### config.mk
export PLATFORM = sky130hd
export DESIGN_NAME = rsl_core
export DESIGN_NICKNAME = d
export VERILOG_FILES = /design/src/include/rsl_pkg.sv /design/src/core/rsl_core.sv
export SDC_FILE = /design/constraint.sdc
export NUM_CORES = 1
export LEC_CHECK = 0
export BUFFER_PORTS_ARGS = -buffer_cell sky130_fd_sc_hd__buf_4
export CORE_ASPECT_RATIO = 1.2
export CORE_MARGIN = 3
export CORE_UTILIZATION = 45
export DETAILED_ROUTE_END_ITERATION = 7
export GPL_ROUTABILITY_DRIVEN = 1
export PLACE_DENSITY = 0.76
export SLEW_MARGIN = 20
export SYNTH_ARGS = -nofsm -noshare
export SYNTH_HDL_FRONTEND = slang
export SYNTH_SLANG_ARGS = --single-unit
### constraint.sdc
create_clock -name CLK_I -period 3.2 [get_ports CLK_I]
set_clock_uncertainty 0.2 [all_clocks]
set_input_delay 0.64 -clock CLK_I [delete_from_list [all_inputs] [get_ports CLK_I]]
set_output_delay 0.64 -clock CLK_I [all_outputs]
set_load 0.02 [all_outputs]
### src/include/rsl_pkg.sv
// Shared constants for the reclose shot / initiate / lockout core
package rsl_pkg;
   // Widths
   localparam int SHOT_W = 3; // Shot counter width
   localparam int OI_W = 16; // Open-interval setting width
   localparam int TICK_W = 17; // Timebase prescaler width
   localparam int DROP_W = 10; // Dropout tick counter width
   // Shot values
   localparam logic [SHOT_W-1:0] SHOT_ZERO = 3'h0; // First shot
   localparam logic [SHOT_W-1:0] SHOT_ONE = 3'h1; // Increment step
   localparam logic [SHOT_W-1:0] SHOT_MAX = 3'h4; // Highest shot, no interval
   localparam logic [OI_W-1:0] OI_NONE = 16'h0000; // Interval set to zero
   // Timebase
   localparam int CLK_PERIOD_NS = 10; // 100 MHz processing clock
   localparam int TICK_PERIOD_NS = 1000000; // 1 ms timebase
   localparam int TICK_CYCLES_DEF = TICK_PERIOD_NS / CLK_PERIOD_NS; // Cycles per tick
   // Drive-to-lockout dropout
   localparam int DROPOUT_S = 1; // Dropout time in seconds
   localparam int TICKS_PER_S = 1000; // Ticks in one second
   localparam logic [DROP_W-1:0] DROPOUT_TICKS = DROP_W'(DROPOUT_S * TICKS_PER_S); // Reload value
   localparam logic [DROP_W-1:0] DROP_ZERO = 10'h000; // Stretch expired
   localparam logic [DROP_W-1:0] DROP_ONE = 10'h001; // Decrement step
   // Reclosing states
   typedef enum logic [1:0] {
      RSL_RESET,
      RSL_CYCLE,
      RSL_LOCKOUT
   } rsl_state_e;
endpackage

### src/core/rsl_core.sv
// Notes on behaviour
// Shot zero first; advance on interval expiry
// Automatic advance saturates at last shot
// Entering Reset clears shot counter
// Shot selects interval one to four
// One flag per shot, only current set
// Sequence coordination advances past last shot
// Initiate acts on rising edge only
// Edge with supervision below last shot starts interval timing
// Edge without supervision goes to Lockout
// Trip with breaker open mid-interval locks out
// Drive-to-lockout forces Lockout, flag, indicator
// Drive-to-lockout held one second after drop
// Drive-to-last-shot loads last shot if below
// Last shot counts nonzero intervals before zero
// Three states; cycle flag only in cycle
// Stretch is tick-driven reloadable down-counter
`timescale 1ns/1ns
module rsl_core #(
   parameter int TICK_CYCLES = rsl_pkg::TICK_CYCLES_DEF // Shorten in simulation
) (
   // Clock and reset
   input wire logic CLK_I,
   input wire logic RESET_I,
   // Open-interval settings
   input wire logic [rsl_pkg::OI_W-1:0] OPEN_INTERVAL_ONE_I,
   input wire logic [rsl_pkg::OI_W-1:0] OPEN_INTERVAL_TWO_I,
   input wire logic [rsl_pkg::OI_W-1:0] OPEN_INTERVAL_THREE_I,
   input wire logic [rsl_pkg::OI_W-1:0] OPEN_INTERVAL_FOUR_I,
   // Trip logic conditions
   input wire logic RECLOSE_INITIATE_COND_I,
   input wire logic RECLOSE_INITIATE_SUPERVISION_I,
   input wire logic SUPERVISION_DEFAULT_I,
   input wire logic DRIVE_TO_LOCKOUT_COND_I,
   input wire logic DRIVE_TO_LAST_SHOT_COND_I,
   input wire logic SEQUENCE_COORDINATION_COND_I,
   // Breaker status pin
   input wire logic BREAKER_CLOSED_STATUS_I,
   // Timer feedback
   input wire logic OPEN_INTERVAL_EXPIRED_I,
   input wire logic RESET_TIMER_DONE_I,
   // Shot outputs
   output logic [rsl_pkg::SHOT_W-1:0] SHOT_O,
   output logic [rsl_pkg::SHOT_W-1:0] LAST_SHOT_O,
   output logic SHOT_FLAG_ZERO_O,
   output logic SHOT_FLAG_ONE_O,
   output logic SHOT_FLAG_TWO_O,
   output logic SHOT_FLAG_THREE_O,
   output logic SHOT_FLAG_FOUR_O,
   // Timer control outputs
   output logic [rsl_pkg::OI_W-1:0] OPEN_INTERVAL_SEL_O,
   output logic START_OPEN_INTERVAL_O,
   output logic OPEN_INTERVAL_TIMING_O,
   // State outputs
   output logic RESET_STATE_O,
   output logic RECLOSE_CYCLE_FLAG_O,
   output logic LOCKOUT_FLAG_O,
   output logic LOCKOUT_INDICATOR_O
);
   import rsl_pkg::*;

   ////////////////////////////////////////////////////////////////////////
   // Helpers

   // Count of nonzero intervals ahead of the first zero one
   function automatic logic [SHOT_W-1:0] last_shot_of(input logic [OI_W-1:0] a, input logic [OI_W-1:0] b,
                                                      input logic [OI_W-1:0] c, input logic [OI_W-1:0] d);
      logic [SHOT_W-1:0] n;
      n = SHOT_ZERO;
      if (a != OI_NONE) begin
         n = 3'h1;
         if (b != OI_NONE) begin
            n = 3'h2;
            if (c != OI_NONE) begin
               n = 3'h3;
               if (d != OI_NONE) begin
                  n = SHOT_MAX;
               end
            end
         end
      end
      return n;
   endfunction

   // Interval belonging to a shot; shot four has none
   function automatic logic [OI_W-1:0] interval_of(input logic [SHOT_W-1:0] s);
      case (s)
         3'h0: interval_of = OPEN_INTERVAL_ONE_I;
         3'h1: interval_of = OPEN_INTERVAL_TWO_I;
         3'h2: interval_of = OPEN_INTERVAL_THREE_I;
         3'h3: interval_of = OPEN_INTERVAL_FOUR_I;
         default: interval_of = OI_NONE;
      endcase
   endfunction

   ////////////////////////////////////////////////////////////////////////
   // Breaker status synchroniser

   logic brk_meta_ff; // First stage, read only by second
   logic brk_sync_ff; // Safe breaker level
   logic nxt_brk_meta;
   logic nxt_brk_sync;

   // Next values of the synchroniser
   always_comb begin
      nxt_brk_meta = BREAKER_CLOSED_STATUS_I;
      nxt_brk_sync = brk_meta_ff;
   end

   // Synchroniser registers
   always_ff @(posedge CLK_I) begin
      if (RESET_I) begin
         brk_meta_ff <= 1'b0;
         brk_sync_ff <= 1'b0;
      end else begin
         brk_meta_ff <= nxt_brk_meta;
         brk_sync_ff <= nxt_brk_sync;
      end
   end

   ////////////////////////////////////////////////////////////////////////
   // Timebase and drive-to-lockout stretch

   logic [TICK_W-1:0] tick_cnt_ff; // Prescaler
   logic [DROP_W-1:0] drop_cnt_ff; // Dropout remaining, in ticks
   logic [TICK_W-1:0] nxt_tick_cnt;
   logic [DROP_W-1:0] nxt_drop_cnt;
   logic tick; // One cycle per timebase period
   logic dtl_eff; // Stretched drive-to-lockout

   // Prescaler and dropout counter next values
   always_comb begin
      tick = (tick_cnt_ff == TICK_W'(TICK_CYCLES - 1));
      nxt_tick_cnt = tick ? '0 : tick_cnt_ff + 1'b1;
      nxt_drop_cnt = drop_cnt_ff;
      if (DRIVE_TO_LOCKOUT_COND_I) begin
         nxt_drop_cnt = DROPOUT_TICKS;
      end else if (tick && drop_cnt_ff != DROP_ZERO) begin
         nxt_drop_cnt = drop_cnt_ff - DROP_ONE;
      end
      // Tick granularity: dropout lasts 999 to 1000 ms
      dtl_eff = DRIVE_TO_LOCKOUT_COND_I | (drop_cnt_ff != DROP_ZERO);
   end

   // Timebase registers
   always_ff @(posedge CLK_I) begin
      if (RESET_I) begin
         tick_cnt_ff <= '0;
         drop_cnt_ff <= DROP_ZERO;
      end else begin
         tick_cnt_ff <= nxt_tick_cnt;
         drop_cnt_ff <= nxt_drop_cnt;
      end
   end

   ////////////////////////////////////////////////////////////////////////
   // Reclosing state, shot counter and outputs

   rsl_state_e state_ff;
   rsl_state_e nxt_state;
   logic [SHOT_W-1:0] shot_ff;
   logic [SHOT_W-1:0] nxt_shot;
   logic ri_prev_ff; // Last initiate level, for edge detect
   logic timing_ff; // Open interval running
   logic nxt_timing;
   logic start_ff;
   logic nxt_start;
   logic [SHOT_W-1:0] last_shot; // Computed from settings
   logic ri_rise;
   logic supv; // Effective initiate supervision
   logic [4:0] flags_ff; // One-hot shot flags
   logic [4:0] nxt_flags;
   logic [OI_W-1:0] oi_sel_ff;
   logic [OI_W-1:0] nxt_oi_sel; // Interval for the next shot
   logic [SHOT_W-1:0] last_ff;
   logic [2:0] state_flags_ff; // Registered state decode: lockout, cycle, reset
   logic [2:0] nxt_state_flags;

   // State and counter next values
   always_comb begin
      last_shot = last_shot_of(OPEN_INTERVAL_ONE_I, OPEN_INTERVAL_TWO_I,
                               OPEN_INTERVAL_THREE_I, OPEN_INTERVAL_FOUR_I);
      ri_rise = RECLOSE_INITIATE_COND_I & ~ri_prev_ff;
      // Default supervision: breaker closed or already cycling
      supv = SUPERVISION_DEFAULT_I ? (brk_sync_ff | (state_ff == RSL_CYCLE))
                                   : RECLOSE_INITIATE_SUPERVISION_I;
      nxt_state = state_ff;
      nxt_shot = shot_ff;
      nxt_timing = timing_ff;
      nxt_start = 1'b0;
      // Interval expiry advances automatically, never past last shot
      if (OPEN_INTERVAL_EXPIRED_I && timing_ff) begin
         nxt_timing = 1'b0;
         if (shot_ff < last_shot) begin
            nxt_shot = shot_ff + SHOT_ONE;
         end
      end
      // Sequence coordination may pass the last shot
      if (SEQUENCE_COORDINATION_COND_I && shot_ff < SHOT_MAX) begin
         nxt_shot = shot_ff + SHOT_ONE;
      end
      // Drive to last shot only raises the count
      if (DRIVE_TO_LAST_SHOT_COND_I && shot_ff < last_shot) begin
         nxt_shot = last_shot;
      end
      // Lockout causes take priority over initiation
      if (dtl_eff) begin
         nxt_state = RSL_LOCKOUT;
         nxt_timing = 1'b0;
      end else if (ri_rise && timing_ff && !brk_sync_ff) begin
         nxt_state = RSL_LOCKOUT;
         nxt_timing = 1'b0;
      end else if (ri_rise) begin
         if (supv && shot_ff < last_shot) begin
            nxt_state = RSL_CYCLE;
            nxt_timing = 1'b1;
            nxt_start = 1'b1;
         end else begin
            // No supervision, or nothing left to reclose
            nxt_state = RSL_LOCKOUT;
            nxt_timing = 1'b0;
         end
      end else if (RESET_TIMER_DONE_I && state_ff != RSL_RESET) begin
         nxt_state = RSL_RESET;
      end
      if (nxt_state == RSL_RESET && state_ff != RSL_RESET) begin
         nxt_shot = SHOT_ZERO;
         nxt_timing = 1'b0;
      end
      nxt_flags = 5'h01 << nxt_shot;
      nxt_oi_sel = interval_of(nxt_shot);
      // Decode ahead of the flop so the state ports come straight from registers
      nxt_state_flags = {nxt_state == RSL_LOCKOUT, nxt_state == RSL_CYCLE, nxt_state == RSL_RESET};
   end

   // State registers; outputs follow the registered values
   always_ff @(posedge CLK_I) begin
      if (RESET_I) begin
         state_ff <= RSL_RESET;
         shot_ff <= SHOT_ZERO;
         ri_prev_ff <= 1'b0;
         timing_ff <= 1'b0;
         start_ff <= 1'b0;
         flags_ff <= 5'h01;
         oi_sel_ff <= OI_NONE;
         last_ff <= SHOT_ZERO;
         state_flags_ff <= 3'h1;
      end else begin
         state_ff <= nxt_state;
         shot_ff <= nxt_shot;
         ri_prev_ff <= RECLOSE_INITIATE_COND_I;
         timing_ff <= nxt_timing;
         start_ff <= nxt_start;
         flags_ff <= nxt_flags;
         oi_sel_ff <= nxt_oi_sel;
         last_ff <= last_shot;
         state_flags_ff <= nxt_state_flags;
      end
   end

   // Port drive, all from flip-flops
   assign SHOT_O = shot_ff;
   assign LAST_SHOT_O = last_ff;
   assign {SHOT_FLAG_FOUR_O, SHOT_FLAG_THREE_O, SHOT_FLAG_TWO_O, SHOT_FLAG_ONE_O, SHOT_FLAG_ZERO_O} = flags_ff;
   assign OPEN_INTERVAL_SEL_O = oi_sel_ff;
   assign START_OPEN_INTERVAL_O = start_ff;
   assign OPEN_INTERVAL_TIMING_O = timing_ff;
   assign RESET_STATE_O = state_flags_ff[0];
   assign RECLOSE_CYCLE_FLAG_O = state_flags_ff[1];
   assign LOCKOUT_FLAG_O = state_flags_ff[2];
   assign LOCKOUT_INDICATOR_O = state_flags_ff[2];

   ////////////////////////////////////////////////////////////////////////
   // Assertions

   a_flags_onehot: assert property (@(posedge CLK_I) disable iff (RESET_I)
      $onehot(flags_ff) && flags_ff[shot_ff])
      else $error("shot flags do not match shot");

   a_edge_start: assert property (@(posedge CLK_I) disable iff (RESET_I)
      START_OPEN_INTERVAL_O |-> !$past(ri_prev_ff) && ri_prev_ff)
      else $error("start without initiate edge");

   a_supv_start: assert property (@(posedge CLK_I) disable iff (RESET_I)
      ri_rise && supv && !dtl_eff && !timing_ff && shot_ff < last_shot |=> START_OPEN_INTERVAL_O)
      else $error("supervised edge did not start interval");

   a_unsup_lock: assert property (@(posedge CLK_I) disable iff (RESET_I)
      ri_rise && !supv |=> LOCKOUT_FLAG_O && !START_OPEN_INTERVAL_O)
      else $error("unsupervised edge did not lock out");

   a_dtl_lockout: assert property (@(posedge CLK_I) disable iff (RESET_I)
      DRIVE_TO_LOCKOUT_COND_I |=> LOCKOUT_FLAG_O && LOCKOUT_INDICATOR_O)
      else $error("drive to lockout ignored");

   a_dtl_stretch: assert property (@(posedge CLK_I) disable iff (RESET_I)
      $fell(DRIVE_TO_LOCKOUT_COND_I) |-> drop_cnt_ff == DROPOUT_TICKS && dtl_eff)
      else $error("dropout stretch not reloaded");

   a_reset_clear: assert property (@(posedge CLK_I) disable iff (RESET_I)
      RESET_STATE_O && !$past(RESET_STATE_O) |-> SHOT_O == SHOT_ZERO)
      else $error("shot not cleared on reset state");

   a_auto_sat: assert property (@(posedge CLK_I) disable iff (RESET_I)
      OPEN_INTERVAL_EXPIRED_I && !SEQUENCE_COORDINATION_COND_I && !DRIVE_TO_LAST_SHOT_COND_I
      && shot_ff == last_shot && !RESET_TIMER_DONE_I |=> shot_ff == $past(shot_ff))
      else $error("shot advanced past last shot");

   a_dls_load: assert property (@(posedge CLK_I) disable iff (RESET_I)
      DRIVE_TO_LAST_SHOT_COND_I && shot_ff < last_shot && !RESET_TIMER_DONE_I |=> shot_ff == $past(last_shot))
      else $error("last shot not loaded");

   a_cycle_flag: assert property (@(posedge CLK_I) disable iff (RESET_I)
      $onehot({RESET_STATE_O, RECLOSE_CYCLE_FLAG_O, LOCKOUT_FLAG_O}))
      else $error("state flags not exclusive");

endmodule // rsl_core

Yosys cells after proc, flatten, opt, wreduce, memory -nomap -nowiden
Cells that the tools add are included.
Word-level totals
  output and inout port bits: 33
  bits in read-only memories: 0
  flip-flop bits (word level): 64
  bits in latches: 0
  memories kept: 0
  RAM bits: 0
  bits of input ports: 75
  word-level logic and storage cells: 77
Operators by class
  div/mod/pow operators: 0
  reductions and logical operators: 24
  order comparisons: 2
  bitwise gates (word level): 5
  eq/ne operators: 7
  multipliers: 0
  $add $sub $neg: 3
  shift-type cells: 1
  mux-type cells: 21
Operators with widths (number)
  $pmux W16 S4: 1
  $reduce_bool A16 Y1: 4
  $mux W3: 9
  $mux W10: 2
  $add A17 B1 Y17 const B: 1
  $eq A17 B17 Y1 const B: 1
  $mux W2: 5
  $reduce_bool A10 Y1: 1
  $sub A10 B1 Y10 const B: 1
  $logic_and A1 B1 Y1: 9
  $reduce_or A4 Y1: 2
  $eq A3 B2 Y1 const B: 2
  $reduce_bool A2 Y1: 3
  $shl A1 B3 Y5 const A: 1
  $eq A2 B1 Y1 const B: 2
  $mux W1: 4
  $reduce_or A2 Y1: 2
  $add A3 B1 Y3 const B: 1
  $eq A3 B1 Y1 const B: 1
  $logic_not A3 Y1: 1
  $lt A3 B3 Y1: 1
  $lt A3 B3 Y1 const B: 1
  $eq A2 B2 Y1 const B: 1
  $logic_not A2 Y1: 1
  other kinds (4): 6

Longest topological paths before layout
  word-level depth: 16
  gate-level depth with buffers: 13

Worst setup path after synthesis
Ideal clock, no wire load.
  kind: in2reg
  start: input OPEN_INTERVAL_FOUR_I[10] in the netlist's numbering
  end: register oi_sel_ff[0], in the netlist OPEN_INTERVAL_SEL_O[0]
  setup slack: -0.317 ns
  cell stages on the path: 12
  arrival time: 3.193 ns
  setup time: 0.123 ns
  buffers on the path: 1
  cells stage by stage: nor4_1 > and4_1 > o211ai_1 > ha_1 > a21o_1 > a21oi_1 > o21a_1 > a221oi_2 > nor2_4 > buf_2 > mux2i_1 > o22ai_1
Between the ends
  word-level cells in the longest chain between the ends: 16
  elaborated cells between the ends (all ways): 24
  classes of those cells: order compare (1); eq/ne (3); mux (14); reduce/logical (6)
RTL lines
  start, declared: line rsl_core.sv:29  | input wire logic [rsl_pkg::OI_W-1:0] OPEN_INTERVAL_FOUR_I,
  $reduce_bool A16 Y1 *: line rsl_core.sv:76  | if (d != OI_NONE) begin
  $mux W3 *: line rsl_core.sv:76
  $mux W3 *: line rsl_core.sv:74  | if (c != OI_NONE) begin
  $mux W3 *: line rsl_core.sv:72  | if (b != OI_NONE) begin
  $mux W3 *: line rsl_core.sv:70  | if (a != OI_NONE) begin
  $lt A3 B3 Y1: line rsl_core.sv:194, rsl_core.sv:203, rsl_core.sv:214
  $logic_and A1 B1 Y1: line rsl_core.sv:214  | if (supv && shot_ff < last_shot) begin
  $mux W2: line rsl_core.sv:214
  $mux W2: line rsl_core.sv:213  | end else if (ri_rise) begin
  $mux W2: line rsl_core.sv:210  | end else if (ri_rise && timing_ff && !brk_sync_ff) begin
  $mux W2: line rsl_core.sv:207  | if (dtl_eff) begin
  $logic_not A2 Y1: line rsl_core.sv:226  | if (nxt_state == RSL_RESET && state_ff != RSL_RESET) begin
  $logic_and A1 B1 Y1: line rsl_core.sv:226
  $mux W3 *: line rsl_core.sv:226
  $eq A3 B2 Y1, or another cell as far along: line rsl_core.sv:87  | case (s)
  $pmux W16 S4 *: line rsl_core.sv:87
  end signal, assigned: line rsl_core.sv:255  | oi_sel_ff <= nxt_oi_sel;
  end, declared: line rsl_core.sv:173  | logic [OI_W-1:0] oi_sel_ff;
Mark *: on every way between the ends. The rest lies on a longest branch, timed or not.
A chain may end at the register's enable or synchronous reset.

Worst setup path after layout
  start: input OPEN_INTERVAL_THREE_I[3] in the netlist's numbering
  end: register oi_sel_ff[15], in the netlist OPEN_INTERVAL_SEL_O[15]
Between the ends
  word-level cells in the longest chain between the ends: 15
  elaborated cells between the ends (all ways): 23
  classes of those cells: order compare (1); eq/ne (3); mux (13); reduce/logical (6)
RTL lines
  start, declared: line rsl_core.sv:28  | input wire logic [rsl_pkg::OI_W-1:0] OPEN_INTERVAL_THREE_I,
  $reduce_bool A16 Y1 *: line rsl_core.sv:74
  $mux W3 *: line rsl_core.sv:74
  $mux W3 *: line rsl_core.sv:72
  $mux W3 *: line rsl_core.sv:70
  $lt A3 B3 Y1: line rsl_core.sv:194, rsl_core.sv:203, rsl_core.sv:214
  $logic_and A1 B1 Y1: line rsl_core.sv:214
  $mux W2: line rsl_core.sv:214
  $mux W2: line rsl_core.sv:213
  $mux W2: line rsl_core.sv:210
  $mux W2: line rsl_core.sv:207
  $logic_not A2 Y1: line rsl_core.sv:226
  $logic_and A1 B1 Y1: line rsl_core.sv:226
  $mux W3 *: line rsl_core.sv:226
  $eq A3 B2 Y1, or another cell as far along: line rsl_core.sv:87
  $pmux W16 S4 *: line rsl_core.sv:87
Marks and branches as above.

==> flow_summary.yaml <==
finish:
  drive_gt1_share_pct: 44.85
  diodes: 0
  area_growth_pct: 59.90
  final_util_pct: 76.19
  n_fill_cell: 449
  final_nets: 570
routing:
  wl_per_cell_microns: 17.65
  drt_iter0_drc: 143
  via_per_inst: 5.597
  wirelength_mm: 10.24
  ant_nets: 0
  vias: 3246
  drc: 0
  drt-pass1-iter-count: 5
yosys:
  synth_edf_count: 0
  synth_area_leaders: "dfxtp_1 41%, mux2i_1 10%, xor2_1 5.0%"
  synth.top_cell.area_share_pct: 40.70
  ys_warn_count: 0
  synthDistinctLibCells: 56
  synth_cells: 337
  synth-seq-cells: 64
  async_reset_ff_share_pct: 0
  syn_area_sq_um: 3148
  ys_seq_area_share_pct: 40.70
  synth.avg_cell_area_sq_um: 9.341
  syn_nets: 417
  yosys_most_used_dff: "dfxtp_1"
  yosysTopAreaCell: "dfxtp_1"
timing:
  drv_slew: 0
  hold_violations: 0
  fin_crit_ns: 3.325
  fin_tns_setup_ns: -1.434
  fmax_ghz: 0.3008
  setup_violations: 17
  max-slew-margin-rel_pct: 65.59
  tightest_slew_ns: 0.5121
  rsz0062_at_grt: "true"
  fin_crit_sh_pct: 103.9
  setup_ws_ns: -0.1249
critical_path:
  cp.arrival_ns: 3.36
  start_kind: "input port"
  cp_slowest_cell: "or3_4"
  endpoint_kind: "flip-flop"
  critPathKind: "input port to flip-flop"
  required_ns: 3.24
  critPathMaxFanout: 5
  cpPeakStageDelay_ns: 0.45
  rrSetupSlack_ns: 0.49
  worstPathCellList: "buf_4, nor4_4, and4_1, o211ai_1, ha_1, a21o_1, a21oi_2, o21a_2, a221oi_2, or3_4, clkbuf_16, mux2i_2, o22ai_1"
floorplan:
  rows: 32
  start_util_pct: 47.65
  ios: 108
  die-area_sq_um: 8039
  die-height_microns: 97.62
  die_w_microns: 82.35
  core-area_sq_um: 6606
power_and_ir_drop:
  p_clk_share_pct: 30.5
  pwr-share-comb_pct: 34.7
  power_switching_w: 0.0008092
  power.density_nw_per_um2: 516.4
  vdd_ir_drop_max_uv: 309.8
  p_int_w: 0.001790
  p_seq_share_pct: 34.8
  switching_share_pct: 31.13
  leakagePower_nw: 2.131
global_route:
  grt_pass1_wl_mm: 14.86
  grt_pass1_vias: 3300
  gr-total-overflow: 0
  antenna_found_initial: 0
  grt_max_degree: 29
  grt_usage_pct: 23.81
clocking:
  root_buffer: "clkbuf_8"
  path_clk_slew_ns: 0.08
  cts.path.max_buffers: 2
  htreeDepth: 3
  cts-buffers-inserted: 9
  cts_hold_buffers: 0
  clock_latency_ns: 0.35
  numClockSinks: 64
  cts_tree: "done"
placement:
  place_congestion: 0.8938
  pre_cts_ws_ns: -0.6045
  portBuffers: 107
  dp_hpwl_mm: 6.855
run_status:
  status: "finished with violations"
  violations: "setup timing"
min_path:
  worstHoldPathType: "flip-flop to flip-flop"
job:
  max_cap_violations: 0
==> critical path: cells and delay by family <==
family	cells	cell delay (ns)
simple gates	3	1.02
mux	1	0.19
buf+inv	2	0.32
fa+ha+maj	1	0.36
compound gates	6	0.82
==> final timing paths <==
path,startpoint,end,cells after the start
max,OPEN_INTERVAL_THREE_I[3],OPEN_INTERVAL_SEL_O[15]$_SDFF_PP0_,13
min,brk_meta_ff$_SDFF_PP0_,brk_sync_ff$_SDFF_PP0_,1
max reg2reg,drop_cnt_ff[0]$_SDFFE_PP0P_,OPEN_INTERVAL_SEL_O[14]$_SDFF_PP0_,9
min reg2reg,brk_meta_ff$_SDFF_PP0_,brk_sync_ff$_SDFF_PP0_,1
==> what timing repair did <==
action	CTS	global route
pin swaps	2	31
setup buffers	0	4
hold endpoints to repair	0	0
gates cloned	2	5
endpoints found under the setup margin	22	23
gates resized for setup	18	40
==> Yosys cell counts, types with 6 or more instances <==
master and n:
clkbuf_1 6, nand3_1 19, dfxtp_1 64, xnor2_1 6, mux2i_1 32, nor2_1 39, nor2b_1 6, nand2_1 11
inv_1 6, nor4_1 17, a21oi_1 10, nand4_1 6, xor2_1 18, o22ai_1 16
==> per-layer routing <==
metal	routed length (microns)	vias up	GRT usage, %	part of all wire (%)
met5	0	-	0	0
met4	346	0	8.951	3.4
met3	761	29	7.050	7.4
met2	5346	139	43.09	52
met1	3781	1521	24.83	37
li1	-	1557	-	-
==> cell usage in the layout (no fill, tap or decap), types with 5 or more instances in the layout <==
cell type	count
buf_4	138
dfxtp_1	64
nor2_1	39
mux2i_1	24
nand3_1	18
xor2_1	18
o22ai_1	11
nand2_1	10
clkbuf_8	10
nor4_4	9
a21oi_1	9
mux2i_2	7
inv_1	6
nand4_1	6
nor2b_1	6
xnor2_1	6
buf_6	6
nor4_1	5
nor3_1	5
o21ai_0	5
o22ai_2	5
==> power by group through the flow <==
stage                     sequential, W  clock, W  combinational (W)
after global routing           0.000910  0.000833           0.000948
after CTS                      0.000903  0.000799           0.000736
after detailed placement       0.000920         0           0.000700
after floorplan                0.000982         0           0.000336
final                          0.000904  0.000794           0.000902
after global placement         0.000919         0           0.000692
==> registers in the layout (all words and copies together) (netlist names) <==
name,flops
START_OPEN_INTERVAL_O,1
flags_ff,5
drop_cnt_ff,10
OPEN_INTERVAL_TIMING_O,1
brk_sync_ff,1
LAST_SHOT_O,3
brk_meta_ff,1
tick_cnt_ff,17
SHOT_O,3
state_flags_ff,3
ri_prev_ff,1
OPEN_INTERVAL_SEL_O,16
state_ff,2
==> cell type report <==
class / instances / area [sq um] / share of cell area (%)
flip-flops and latches: 64 / 1281 / 25.45
repair buffers: 151 / 1239 / 24.61
clock buffers: 10 / 137.6 / 2.734
inverters: 6 / 22.52 / 0.4474
clock inverters: 6 / 90.09 / 1.790
well taps: 85 / 106.4 / 2.113
multi-input cells: 258 / 2157 / 42.85
==> per-stage QoR <==
stage	total power [W]	cell area (sq um)	hold slack, ns	cells
final	0.002600	5034	0.2603	580
after global routing	0.002691	5034	0.2765	580
after CTS	0.002439	4679	0.2617	571
after detailed placement	0.001620	4328	0.2509	553
after global placement	0.001610	4328	0.2193	553
after floorplan	0.001318	3206	0.2138	337
==> kinds of logic (layout without fill, tap and decap cells) <==
kind of cell | after synthesis | after routing | share of synthesized area (%)
AOI/OAI and AO/OA | 53 | 54 | 11.77
xor gates and xnor gates | 24 | 24 | 6.677
adders and majority gates | 5 | 5 | 1.987
buffers and inverters | 19 | 173 | 3.299
DFF | 64 | 64 | 40.70
muxes | 32 | 32 | 10.17
and+or+nand+nor | 140 | 143 | 25.40
Power figures use the tool's default switching activity.
